**src/tpsro_pkg.sv**
```systemverilog
// Constants, types and register map of the TPS capture and readout block.
// Assumes a single system clock domain; the host reaches it over a
// two-wire serial bus whose pins are sampled by that clock.
package tpsro_pkg;

    // ------------------------------------------------------------------
    // Register offsets
    // ------------------------------------------------------------------
    localparam logic [7:0] TPSRO_OFS_DATA_0 = 8'h00;
    localparam logic [7:0] TPSRO_OFS_DATA_4 = 8'h04;
    localparam logic [7:0] TPSRO_OFS_DATA_8 = 8'h08;
    localparam logic [7:0] TPSRO_OFS_INDEX = 8'h09;
    localparam logic [7:0] TPSRO_OFS_SRST = 8'h0A;

    // ------------------------------------------------------------------
    // Parameter word layout
    // ------------------------------------------------------------------
    localparam int TPSRO_WORD_BITS = 72;
    localparam int TPSRO_DATA_BITS = 68;
    localparam logic [3:0] TPSRO_NUM_BYTES = 4'h9;
    localparam int TPSRO_RSVD_LO = 40;
    localparam int TPSRO_RSVD_HI = 53;
    localparam int TPSRO_RSVD_W = TPSRO_RSVD_HI - TPSRO_RSVD_LO + 1;
    localparam int TPSRO_STAT_LSB = 68;

    // ------------------------------------------------------------------
    // Values after reset and bus constants
    // ------------------------------------------------------------------
    localparam logic [71:0] TPSRO_SNAP_RST = 72'h0;
    localparam logic [3:0] TPSRO_PEND_RST = 4'h0;
    localparam logic [7:0] TPSRO_PTR_RST = 8'h00;
    localparam logic [3:0] TPSRO_BITCNT_RST = 4'h0;
    localparam logic [3:0] TPSRO_BYTE_BITS = 4'h8;
    localparam logic [2:0] TPSRO_ADDR_HI_DEF = 3'b010;

    // Lock flags, packed so the vector drops straight into bits 71..68
    typedef struct packed {
        logic afc_lock;
        logic clk_lock;
        logic tps_valid;
        logic tps_lock;
    } tpsro_lock_s;

    typedef enum logic [2:0] {
        TPSRO_I_IDLE = 3'b000,
        TPSRO_I_ADDR = 3'b001,
        TPSRO_I_ACK_A = 3'b010,
        TPSRO_I_WR = 3'b011,
        TPSRO_I_ACK_W = 3'b100,
        TPSRO_I_RD = 3'b101,
        TPSRO_I_ACK_R = 3'b110
    } tpsro_i2c_e;

    typedef enum logic [1:0] {
        TPSRO_SR_IDLE = 2'b00,
        TPSRO_SR_GOT0 = 2'b01,
        TPSRO_SR_GOT1 = 2'b10
    } tpsro_srst_e;

endpackage : tpsro_pkg

```
**src/tpsro_regs.sv**
```systemverilog
// TPS capture and readout registers with freeze-for-read and soft reset.
// Assumes live TPS data and lock flags on clk_sys, and a host on the
// two-wire serial bus that drives its pins from another clock.
`timescale 1ns/100ps
module tpsro_regs
#(
    parameter logic [2:0] ADDR_HI = 3'b010 // Fixed upper slave address bits
)
(
    input wire logic clk_sys, // System clock, 125 MHz
    input wire logic nrst, // Synchronous reset, active low
    input wire logic [3:0] bus_id, // Board strap, low address bits
    input wire logic scl_in, // Serial clock pin
    input wire logic sda_in, // Serial data pin, level seen
    output logic sda_out, // Serial data pin, driven level
    output logic sda_oe, // Serial data pin, drive enable
    input wire logic [67:0] tps_word, // Decoded parameter word
    input wire logic tps_word_valid, // New decoded word, one cycle
    input wire tpsro_pkg::tpsro_lock_s lock_flags, // Live lock flags
    output logic soft_rst_pulse, // Restart loops, one cycle
    output logic tps_frozen // Refreshing suspended
);
    import tpsro_pkg::*;

    if (ADDR_HI == 3'b000)
    begin : g_addr_check
        $error("ADDR_HI zero collides with reserved bus addresses");
    end

    function automatic logic [7:0] tps_byte(input logic [71:0] w,
        input logic [7:0] idx);
        logic [6:0] base;
        base = {idx[3:0], 3'b000};
        if (idx < {4'h0, TPSRO_NUM_BYTES})
            tps_byte = w[base +: 8];
        else
            tps_byte = 8'h00;
    endfunction : tps_byte

    logic sda_lvl, scl_rise, scl_fall, bus_start, bus_stop;

    tpsro_pin_sync u_sync
    (
        .clk_sys(clk_sys),
        .nrst(nrst),
        .scl_in(scl_in),
        .sda_in(sda_in),
        .sda_lvl(sda_lvl),
        .scl_rise(scl_rise),
        .scl_fall(scl_fall),
        .bus_start(bus_start),
        .bus_stop(bus_stop)
    );

    // ------------------------------------------------------------------
    // Serial slave
    // ------------------------------------------------------------------
    tpsro_i2c_e ist_reg, ist_next;
    logic [7:0] sh_reg, sh_next;
    logic [3:0] cnt_reg, cnt_next;
    logic [7:0] ptr_reg, ptr_next;
    logic [7:0] rd_addr_reg, rd_addr_next;
    logic rw_reg, rw_next;
    logic first_reg, first_next;
    logic oe_reg, oe_next;
    logic [3:0] id_meta_reg, id_reg;
    logic wr_stb;
    logic [7:0] wr_addr, wr_data;
    logic rd_done;
    logic [7:0] rd_byte;

    logic [71:0] snap_reg, snap_next;
    logic [3:0] pend_reg, pend_next;
    logic frz_reg, frz_next;

    always_comb
    begin
        ist_next = ist_reg;
        sh_next = sh_reg;
        cnt_next = cnt_reg;
        ptr_next = ptr_reg;
        rd_addr_next = rd_addr_reg;
        rw_next = rw_reg;
        first_next = first_reg;
        oe_next = oe_reg;
        wr_stb = 1'b0;
        wr_addr = ptr_reg;
        wr_data = sh_reg;
        rd_done = 1'b0;
        rd_byte = tps_byte(snap_reg, ptr_reg);
        if (bus_start)
        begin
            ist_next = TPSRO_I_ADDR;
            cnt_next = TPSRO_BITCNT_RST;
            first_next = 1'b1;
            oe_next = 1'b0;
        end
        else if (bus_stop)
        begin
            ist_next = TPSRO_I_IDLE;
            oe_next = 1'b0;
        end
        else
        begin
            case (ist_reg)
                TPSRO_I_ADDR, TPSRO_I_WR:
                begin
                    if (scl_rise)
                    begin
                        sh_next = {sh_reg[6:0], sda_lvl};
                        cnt_next = cnt_reg + 4'h1;
                    end
                    else if (scl_fall && cnt_reg == TPSRO_BYTE_BITS)
                    begin
                        if (ist_reg == TPSRO_I_ADDR)
                        begin
                            if (sh_reg[7:1] == {ADDR_HI, id_reg})
                            begin
                                oe_next = 1'b1;
                                rw_next = sh_reg[0];
                                ist_next = TPSRO_I_ACK_A;
                            end
                            else
                                ist_next = TPSRO_I_IDLE;
                        end
                        else
                        begin
                            // First data byte sets the pointer
                            oe_next = 1'b1;
                            ist_next = TPSRO_I_ACK_W;
                            first_next = 1'b0;
                            if (first_reg)
                                ptr_next = sh_reg;
                            else
                            begin
                                wr_stb = 1'b1;
                                ptr_next = ptr_reg + 8'h01;
                            end
                        end
                    end
                end
                TPSRO_I_ACK_A, TPSRO_I_ACK_W:
                begin
                    if (scl_fall)
                    begin
                        cnt_next = TPSRO_BITCNT_RST;
                        if (rw_reg)
                        begin
                            sh_next = rd_byte;
                            oe_next = ~rd_byte[7];
                            rd_addr_next = ptr_reg;
                            ptr_next = ptr_reg + 8'h01;
                            ist_next = TPSRO_I_RD;
                        end
                        else
                        begin
                            oe_next = 1'b0;
                            ist_next = TPSRO_I_WR;
                        end
                    end
                end
                TPSRO_I_RD:
                begin
                    if (scl_rise)
                    begin
                        cnt_next = cnt_reg + 4'h1;
                        sh_next = {sh_reg[6:0], 1'b0};
                    end
                    else if (scl_fall)
                    begin
                        if (cnt_reg == TPSRO_BYTE_BITS)
                        begin
                            oe_next = 1'b0;
                            ist_next = TPSRO_I_ACK_R;
                        end
                        else
                            oe_next = ~sh_reg[7];
                    end
                end
                TPSRO_I_ACK_R:
                begin
                    if (scl_rise)
                    begin
                        // Byte counts as read when the clock rises in its acknowledge slot
                        rd_done = rd_addr_reg <= TPSRO_OFS_DATA_8;
                        if (sda_lvl)
                            ist_next = TPSRO_I_IDLE;
                        else
                            ist_next = TPSRO_I_ACK_A;
                    end
                end
                default:
                    ist_next = TPSRO_I_IDLE;
            endcase
        end
    end

    always_ff @(posedge clk_sys)
    begin
        if (!nrst)
        begin
            ist_reg <= TPSRO_I_IDLE;
            sh_reg <= 8'h00;
            cnt_reg <= TPSRO_BITCNT_RST;
            ptr_reg <= TPSRO_PTR_RST;
            rd_addr_reg <= TPSRO_PTR_RST;
            rw_reg <= 1'b0;
            first_reg <= 1'b0;
            oe_reg <= 1'b0;
            id_meta_reg <= 4'h0;
            id_reg <= 4'h0;
        end
        else
        begin
            ist_reg <= ist_next;
            sh_reg <= sh_next;
            cnt_reg <= cnt_next;
            ptr_reg <= ptr_next;
            rd_addr_reg <= rd_addr_next;
            rw_reg <= rw_next;
            first_reg <= first_next;
            oe_reg <= oe_next;
            id_meta_reg <= bus_id;
            id_reg <= id_meta_reg;
        end
    end

    // ------------------------------------------------------------------
    // Parameter snapshot and freeze control
    // ------------------------------------------------------------------
    logic idx_wr;
    assign idx_wr = wr_stb && wr_addr == TPSRO_OFS_INDEX &&
        wr_data < {4'h0, TPSRO_NUM_BYTES};

    always_comb
    begin
        snap_next = snap_reg;
        pend_next = pend_reg;
        frz_next = frz_reg;
        if (!frz_reg)
        begin
            if (tps_word_valid)
            begin
                snap_next[TPSRO_DATA_BITS-1:0] = tps_word;
                // Reserved span forced low whatever the decoder says
                snap_next[TPSRO_RSVD_HI:TPSRO_RSVD_LO] = '0;
            end
            snap_next[TPSRO_WORD_BITS-1:TPSRO_STAT_LSB] = lock_flags;
        end
        if (idx_wr)
        begin
            frz_next = 1'b1;
            pend_next = TPSRO_NUM_BYTES - wr_data[3:0];
        end
        else if (rd_done && frz_reg)
        begin
            pend_next = pend_reg - 4'h1;
            if (pend_reg == 4'h1)
                frz_next = 1'b0;
        end
    end

    always_ff @(posedge clk_sys)
    begin
        if (!nrst)
        begin
            snap_reg <= TPSRO_SNAP_RST;
            pend_reg <= TPSRO_PEND_RST;
            frz_reg <= 1'b0;
        end
        else
        begin
            snap_reg <= snap_next;
            pend_reg <= pend_next;
            frz_reg <= frz_next;
        end
    end

    // ------------------------------------------------------------------
    // Soft reset sequence
    // ------------------------------------------------------------------
    tpsro_srst_e sr_reg, sr_next;
    logic srp_reg, srp_next;
    logic sr_wr;
    assign sr_wr = wr_stb && wr_addr == TPSRO_OFS_SRST;

    // Pulse reaches only the loops; nothing here is cleared by it
    always_comb
    begin
        sr_next = sr_reg;
        srp_next = 1'b0;
        if (sr_wr)
        begin
            case (wr_data)
                8'h00:
                begin
                    srp_next = sr_reg == TPSRO_SR_GOT1;
                    sr_next = TPSRO_SR_GOT0;
                end
                8'h01:
                    sr_next = sr_reg == TPSRO_SR_GOT0 ? TPSRO_SR_GOT1 :
                        TPSRO_SR_IDLE;
                default:
                    sr_next = TPSRO_SR_IDLE;
            endcase
        end
    end

    always_ff @(posedge clk_sys)
    begin
        if (!nrst)
        begin
            sr_reg <= TPSRO_SR_IDLE;
            srp_reg <= 1'b0;
        end
        else
        begin
            sr_reg <= sr_next;
            srp_reg <= srp_next;
        end
    end

    assign sda_out = 1'b0;
    assign sda_oe = oe_reg;
    assign soft_rst_pulse = srp_reg;
    assign tps_frozen = frz_reg;
endmodule : tpsro_regs

```
**src/tpsro_pin_sync.sv**
```systemverilog
// Pin synchroniser and bus event finder for the serial clock and data.
// Assumes raw pin levels from outside the clk_sys domain.
`timescale 1ns/100ps
module tpsro_pin_sync
(
    input wire logic clk_sys, // System clock
    input wire logic nrst, // Synchronous reset, active low
    input wire logic scl_in, // Raw serial clock pin
    input wire logic sda_in, // Raw serial data pin
    output logic sda_lvl, // Synchronised data level
    output logic scl_rise, // Serial clock rose
    output logic scl_fall, // Serial clock fell
    output logic bus_start, // Start condition seen
    output logic bus_stop // Stop condition seen
);
    import tpsro_pkg::*;

    logic [1:0] scl_meta_reg, scl_meta_next;
    logic [1:0] sda_meta_reg, sda_meta_next;
    logic scl_old_reg, scl_old_next;
    logic sda_old_reg, sda_old_next;

    // ------------------------------------------------------------------
    // Two-flop synchronisers; only stage 2 and the history are looked at
    // ------------------------------------------------------------------
    always_comb
    begin
        scl_meta_next = {scl_meta_reg[0], scl_in};
        sda_meta_next = {sda_meta_reg[0], sda_in};
        scl_old_next = scl_meta_reg[1];
        sda_old_next = sda_meta_reg[1];
    end

    always_ff @(posedge clk_sys)
    begin
        if (!nrst)
        begin
            scl_meta_reg <= 2'b11;
            sda_meta_reg <= 2'b11;
            scl_old_reg <= 1'b1;
            sda_old_reg <= 1'b1;
        end
        else
        begin
            scl_meta_reg <= scl_meta_next;
            sda_meta_reg <= sda_meta_next;
            scl_old_reg <= scl_old_next;
            sda_old_reg <= sda_old_next;
        end
    end

    assign sda_lvl = sda_meta_reg[1];
    assign scl_rise = scl_meta_reg[1] & ~scl_old_reg;
    assign scl_fall = ~scl_meta_reg[1] & scl_old_reg;
    assign bus_start = scl_meta_reg[1] & scl_old_reg & ~sda_meta_reg[1] &
        sda_old_reg;
    assign bus_stop = scl_meta_reg[1] & scl_old_reg & sda_meta_reg[1] &
        ~sda_old_reg;

endmodule : tpsro_pin_sync

```
**config.mk**
```make
export PLATFORM = sky130hd
export DESIGN_NAME = tpsro_regs
export DESIGN_NICKNAME = d
export VERILOG_FILES = /design/src/tpsro_pkg.sv /design/src/tpsro_regs.sv /design/src/tpsro_pin_sync.sv
export SDC_FILE = /design/constraint.sdc
export NUM_CORES = 1
export LEC_CHECK = 0
export BUFFER_PORTS_ARGS = -buffer_cell sky130_fd_sc_hd__clkbuf_2
export CAP_MARGIN = 10
export CORE_UTILIZATION = 30
export DETAILED_ROUTE_END_ITERATION = 12
export PLACE_DENSITY_LB_ADDON = 0.08
export SYNTH_ARGS = -nofsm -noshare
export SYNTH_HDL_FRONTEND = slang
export SYNTH_HIERARCHICAL = 1
export SYNTH_SLANG_ARGS = --single-unit
```
**constraint.sdc**
```tcl
create_clock -name clk_sys -period 3.7 [get_ports clk_sys]
set_clock_uncertainty 0.1 [all_clocks]
set_input_delay 0.555 -clock clk_sys [delete_from_list [all_inputs] [get_ports clk_sys]]
set_output_delay 0.555 -clock clk_sys [all_outputs]
set_load 0.01 [all_outputs]
```
==> results of run 1 <==
Yosys cell counts (all sizes together), types with 5 or more instances:
master  instances
nand2         153
dfxtp         114
a21boi         57
clkbuf         46
nor2           23
a21oi          22
nor2b          19
o21ai          19
mux2i          18
inv            14
nand3          14
and2           12
nand2b         10
ha              9
o211ai          9
a22oi           8
a41oi           8
mux4            7
nor4            6
xnor2           6
nor3            5
worst max-delay path, stage by stage (launching register included):
cell and delay (ns):
dfxtp_1 0.35, nor2b_1 0.45, nor3b_1 0.55, and3_1 0.24, nand4_1 0.18, or4_1 0.55, a21boi_1 0.15
final timing paths:
| path | from | end | slack (ns) | depth (start not counted) |
|---|---|---|---|---|
| worst max register to register | u_sync/scl_old_reg$_SDFF_PN1_ | sr_reg[1]$_SDFFE_PN0P_ | 1.06 | 6 |
| worst max-delay path | u_sync/scl_old_reg$_SDFF_PN1_ | sr_reg[1]$_SDFFE_PN0P_ | 1.06 | 6 |
| worst min register to register | u_sync/scl_meta_reg[0]$_SDFF_PN1_ | u_sync/scl_meta_reg[1]$_SDFF_PN1_ | 0.31 | 1 |
| worst min-delay path | scl_in | u_sync/scl_meta_reg[0]$_SDFF_PN1_ | 0.22 | 2 |
stage by stage:
stage | util, % | cell area [um^2]
floorplan | - | 5527
global placement | 33.47 | 6033
detailed placement | 33.47 | 6033
CTS | 36.79 | 6631
global route | 36.79 | 6631
finish | 36.79 | 6631
routing by layer:
layer | up-vias | part of all wire (%) | global-route usage [%] | wire length (um)
met1 | 2195 | 49 | 22.69 | 7417
met2 | 86 | 46 | 25.91 | 6997
met3 | 10 | 3.3 | 3.164 | 506
met4 | 0 | 1.2 | 7.246 | 188
met5 | - | 0 | 0 | 0
li1 | 2356 | - | - | -
final cells by class:
| class | count | area (um^2) |
|---|---|---|
| clock buffer | 17 | 425.4 |
| clock inverter | 15 | 172.7 |
| fill | 1892 | 11390 |
| inverter | 14 | 52.55 |
| multi-input combinational | 474 | 3009 |
| sequential | 114 | 2282 |
| tap | 229 | 286.5 |
| timing repair buffer | 75 | 402.9 |
kinds of logic (layout without fill, tap and decap cells):
family                   count (synthesis)  after routing  share of synthesized area (%)
AND/OR/NAND/NOR                        272            272                          23.86
flip-flops                             114            114                          41.30
adder cells (fa/ha/maj)                  9              9                          2.038
buffers and inverters                   63            121                          4.392
multiplexers                            27             27                          6.520
XOR/XNOR                                10             10                          1.585
AO/OA/AOI/OAI                          155            155                          20.24
other                                    1              1                        0.06785
power groups by stage:
stage | sequential [W] | combinational [W] | clock [W]
after CTS | 0.00131 | 0.000186 | 0.00171
after global routing | 0.00131 | 0.000206 | 0.00175
after detailed placement | 0.00133 | 0.000185 | 0
final | 0.00131 | 0.000182 | 0.00166
after floorplan | 0.00132 | 0.000118 | 0
after global placement | 0.00133 | 0.000182 | 0
cells in the final DEF, fill, tap and decap left out, drive strengths merged, types with 3 or more instances in the layout:
master	Yosys	final
a21boi	57	57
nand2b	10	10
mux2i	18	18
nor4	6	6
dfxtp	114	114
mux4	7	7
o211a	3	3
nor3b	4	4
xor2	4	4
nand3	14	14
nor2	23	23
clkinv	0	3
a21oi	22	22
nand4b	4	4
nor3	5	5
xnor2	6	6
or4	4	4
o2111ai	3	3
and2	12	12
o21ai	19	19
clkinvlp	0	3
buf	3	6
a22oi	8	8
inv	14	21
o31ai	4	4
nand2	153	153
a41oi	8	8
o211ai	9	9
clkbuf	46	86
nand4	4	4
a21o	3	3
ha	9	9
nor2b	19	19
==> parameters.txt, run 1 <==
Parameter                              Value

Place
  Final weighted congestion in routability-driven placement    0.8163
  Pre-CTS setup slack    1.116 ns
  Count of input and output buffers    69
  Estimated wirelength of the detail-placed design    10.49 mm
  Number of placed instances, taps included    906

Global routing
  Number of antenna violations at the first check in global routing    0
  Global-route wire length before repair    23.66 mm
  Largest net degree at the start of global routing    71
  Vias in the first global route    4421
  Total track usage    16.78%
  GR Overflow Total    0

Power
  Switching power of the nets    0.0007788 W
  Reg power frac    41.5%
  Switching share of total power    24.76%
  Internal power summed over all cells    0.002367 W
  Total chip power    0.003146 W
  Max rail drop VDD    0.0003375 V
  Clock power frac    52.7%
  Power density normalized to cell area    474.4 mW/mm^2
  Leakage power    2.513 nW
  Comb power frac    5.8%

Logic synthesis
  Summed instance area of the synthesized netlist    0.005527 mm^2
  Portion of synthesized cell area occupied by the leading cell type    41.29%
  Cell count after synthesis    651
  Number of enable flip-flop cells after synthesis    0
  Largest area contributor in the synthesized netlist    dfxtp_1
  Share of synthesized area occupied by flip-flops and latches    41.29%
  Net count after synthesis    741
  FF+latch count, synth    114
  Number of warnings issued by yosys    6
  Synth area leaders    dfxtp_1 (41%), nand2_1 (10%), a21boi_0 (7.3%)
  Top_reg_cell synth    dfxtp_1
  Asr flop ratio synth    0%
  Synth Area per Inst    8.489 um^2
  Netlist cell types    63

Timing
  Fin crit share    71.32%
  Final setup TNS    0 ns
  Final hold violations    0
  Worst slack on hold paths    0.2203 ns
  Headroom to the max-slew limit    26.12%
  RSZ-0062 raised after global routing    no
  Tightest Pin Transition    1.101 ns
  Final setup violation count    0
  Pins over their slew limit    0
  Worst setup slack after layout    1.061 ns
  Achievable Freq    379.0 MHz
  Final worst path period need    2.639 ns

CTS
  H-Tree Level Count    4
  Maximum count of clock buffers along a single path    2
  Number of hold buffers added after CTS    0
  CTS tree    built
  Sink Count    114
  Post-CTS setup-driven buffer insertion count    0
  CTS-repair resized insts    0
  Clock latency at the later pin of the worst-skew pair    0.42 ns
  TritonCTS buffer count    17
  Buffer cell driving the clock tree root    clkbuf_16
  Clock slew at the register clock pins of the worst setup and hold paths    0.06 ns

Route
  WL/cell    16.11 um
  Total DRC errors in the routed layout    0
  First DRT Iteration DRCs    318
  Via density    4.954
  Vias after detailed routing    4647
  Post-detailed-routing wire length    15.11 mm
  Number of detailed-routing iterations run before antenna repair    6
  Antenna Nets Post-Route    0

Worst hold path
  Tightest Hold Check Type    input port to register

Setup path
  Largest fanout on the critical path    6
  Setup crit start kind    register
  Type of the worst setup path    register to register
  Kind of end point of the critical path    register
  Critical path required time    3.94 ns
  CP Data Arrival Time    2.88 ns

Final layout
  Number of flip-flops under the largest register name    58
  Final standard cell count with taps included and fillers excluded    938
  Synth-to-Final Area Change    19.99%
  ANT cells    0
  Share of cells above drive strength 1    17.91%
  Layout Nets    786

Run
  # Max-Cap Violations    0

Die
  Initial Utilization    30.66%
  Die span in y    137.7 um
  Die area    0.01897 mm^2
  Top-level port count    85
  Core area    0.01802 mm^2
  Row cnt    49
  Width of the chip    137.7 um

Status
  Status    completed
No activity file was read; power rests on OpenSTA's default activity.
==> inputs of run 2 (changes only) <==
==> constraint.sdc (replaced) <==
create_clock -name clk_sys -period 2.7 [get_ports clk_sys]
set_clock_uncertainty 0.1 [all_clocks]
set_input_delay 0.405 -clock clk_sys [delete_from_list [all_inputs] [get_ports clk_sys]]
set_output_delay 0.405 -clock clk_sys [all_outputs]
set_load 0.01 [all_outputs]
==> parameters.txt, run 2 (same netlist as run 1, synthesis figures left out) <==
Parameter                              Value

CTS
  CTS-repair resized insts    0 (unchanged)
  CTS tree    built
  Number of hold buffers added after CTS    0 (unchanged)
  Maximum count of clock buffers along a single path    2 (unchanged)
  Sink Count    114 (unchanged)
  H-Tree Level Count    4 (unchanged)
  TritonCTS buffer count    17 (unchanged)
  Clock latency at the later pin of the worst-skew pair    0.41 ns (about the same)
  Clock slew at the register clock pins of the worst setup and hold paths    0.06 ns (about the same)
  Buffer cell driving the clock tree root    clkbuf_16
  Post-CTS setup-driven buffer insertion count    0 (unchanged)

Worst hold path
  Cell depth of the worst min-delay path    2 (unchanged)
  Endpoint, Worst Hold    u_sync/sda_meta_reg[0]$_SDFF_PN1_
  Critical hold path startpoint    sda_in
  Tightest Hold Check Type    input port to register

Timing
  Final hold violations    0 (unchanged)
  Final setup violation count    0 (unchanged)
  Headroom to the max-slew limit    54.59% (+28 points)
  Achievable Freq    413.7 MHz (+9.2%)
  Fin crit share    89.52% (+18 points)
  Tightest Pin Transition    0.6786 ns (-0.4223 ns)
  Worst slack on hold paths    0.07202 ns (-0.1483 ns)
  Pins over their slew limit    0 (unchanged)
  Final setup TNS    0 ns (unchanged)
  RSZ-0062 raised after global routing    no
  Final worst path period need    2.417 ns (-0.2218 ns)

Route
  Post-detailed-routing wire length    15.17 mm (+0.38%)
  Vias after detailed routing    4678 (+0.67%)
  Antenna Nets Post-Route    0 (unchanged)
  Total DRC errors in the routed layout    0 (unchanged)
  Via density    4.909 (-0.92%)
  Number of detailed-routing iterations run before antenna repair    4 (-2)
  First DRT Iteration DRCs    259 (-19%)
  WL/cell    15.92 um (-1.2%)

Setup path
  Type of the worst setup path    register to register
  Reg-to-reg critical path endpoint    pend_reg[3]$_SDFFE_PN0P_
  Buffers plus inverters on the worst setup path    0 (unchanged)
  Dominant delay contributor by cell family on the critical path    simple AND/OR/NAND/NOR gates
  CP Data Arrival Time    2.60 ns (-0.28 ns)
  Start of the worst register-to-register path    ptr_reg[4]$_SDFFE_PN0P_
  Worst path slowest cell    or4_4
  Most used cell along the critical path    or4_4
  Slowest Stage Delay on Critical Path    0.58 ns (+0.03 ns)
  Setup crit start kind    register
  Crit path cell chain    or4_4, or3b_4, or4_4, o21ai_1, a21oi_1
  Critical path required time    2.88 ns (-1.06 ns)
  Flop-to-flop setup slack    0.28 ns (-0.78 ns)
  R2R depth    5 (-1)
  Largest fanout on the critical path    7 (+1)
  Kind of end point of the critical path    register

Final layout
  ANT cells    0 (unchanged)
  Most common cell after layout, fill and taps aside    nand2_1
  Synth-to-Final Area Change    22.14%
  Number of filler instances in the final layout    1893 (+0.053%)
  Number of flip-flops under the largest register name    58 (unchanged)
  Final standard cell count with taps included and fillers excluded    953 (+1.6%)
  Core utilization of the finished layout    37.45% (+0.66 points)
  Share of cells above drive strength 1    19.61% (+1.7 points)
  Most used cells in the layout excluding fill and tap cells    nand2_1 (153), dfxtp_1 (114), clkbuf_2 (69)
  Layout Nets    801 (+1.9%)

Power
  Comb power frac    5.8% (about the same)
  Power density normalized to cell area    651.0 mW/mm^2 (+37%)
  Max rail drop VDD    0.0005269 V (+56%)
  Switching power of the nets    0.001045 W (+34%)
  Clock power frac    53.6% (+0.9 points)
  Reg power frac    40.6% (-0.9 points)
  Total chip power    0.004395 W (+40%)
  Leakage power    2.589 nW (+3.0%)
  Internal power summed over all cells    0.003350 W (+42%)
  Switching share of total power    23.78% (-0.98 points)

Place
  Final weighted congestion in routability-driven placement    0.8193 (+0.37%)
  Number of placed instances, taps included    921 (+1.7%)
  Estimated wirelength of the detail-placed design    10.57 mm (+0.75%)
  Count of input and output buffers    69 (unchanged)

Die
  Row cnt    49 (unchanged)
  Initial Utilization    30.66% (unchanged)
  Core area    0.01802 mm^2 (unchanged)
  Die area    0.01897 mm^2 (unchanged)
  Top-level port count    85 (unchanged)
  Width of the chip    137.7 um (unchanged)
  Die span in y    137.7 um (unchanged)

Global routing
  Vias in the first global route    4642 (+5.0%)
  Number of antenna violations at the first check in global routing    0 (unchanged)
  Global-route wire length before repair    24.49 mm (+3.5%)
  Largest net degree at the start of global routing    70 (-1.4%)
  GR Overflow Total    0 (unchanged)
  Total track usage    17.22% (+0.44 points)

Run
  # Max-Cap Violations    0 (unchanged)

Status
  Status    completed
-- run 2: power groups by stage --
stage	Clock (W)	Combinational [W]	Sequential (W)
finish	0.00235	0.000255	0.00179
global route	0.00249	0.000289	0.00179
CTS	0.00241	0.000261	0.00179
detailed placement	0	0.000259	0.00182
global placement	0	0.000255	0.00182
floorplan	0	0.000162	0.00180
-- run 2: per-layer routing --
| layer | wire, um | track usage (%) |
|---|---|---|
| met1 | 7230 | 22.87 |
| met2 | 7038 | 27.25 |
| met3 | 762 | 4.489 |
| met4 | 136 | 5.072 |
| met5 | 0 | 0 |
-- run 2: worst max path at each step --
stage	start	depth (start not counted)	to	slack [ns]
after floorplan	ptr_reg[4]$_SDFFE_PN0P_	5	pend_reg[3]$_SDFFE_PN0P_	0.47
after global placement	ptr_reg[4]$_SDFFE_PN0P_	5	pend_reg[3]$_SDFFE_PN0P_	0.32
after detailed placement	ptr_reg[4]$_SDFFE_PN0P_	5	pend_reg[3]$_SDFFE_PN0P_	0.29
after CTS	ptr_reg[4]$_SDFFE_PN0P_	5	pend_reg[3]$_SDFFE_PN0P_	0.28
after global routing	u_sync/scl_meta_reg[1]$_SDFF_PN1_	6	cnt_reg[3]$_SDFFE_PP0P_	0.09
final	ptr_reg[4]$_SDFFE_PN0P_	5	pend_reg[3]$_SDFFE_PN0P_	0.28
-- run 2: layout make-up --
type                    instances  area [um^2]  share of cell area, %
multi-input cells             474         3009                  44.58
flip-flops and latches        114         2282                  33.81
repair buffers                 90        503.0                  7.451
clock buffers                  18        439.2                  6.506
well taps                     229        286.5                  4.245
clock inverters                14        177.7                  2.632
inverters                      14        52.55                 0.7785
-- run 2: metrics by stage --
stage	setup WS (ns)	cell area, um^2
4_1_cts	0.2829	6750
3_5_place_dp	0.2853	6133
6_report	0.2830	6750
3_3_place_gp	0.3232	6133
2_1_floorplan	0.4673	5527
5_1_grt	0.09032	6750
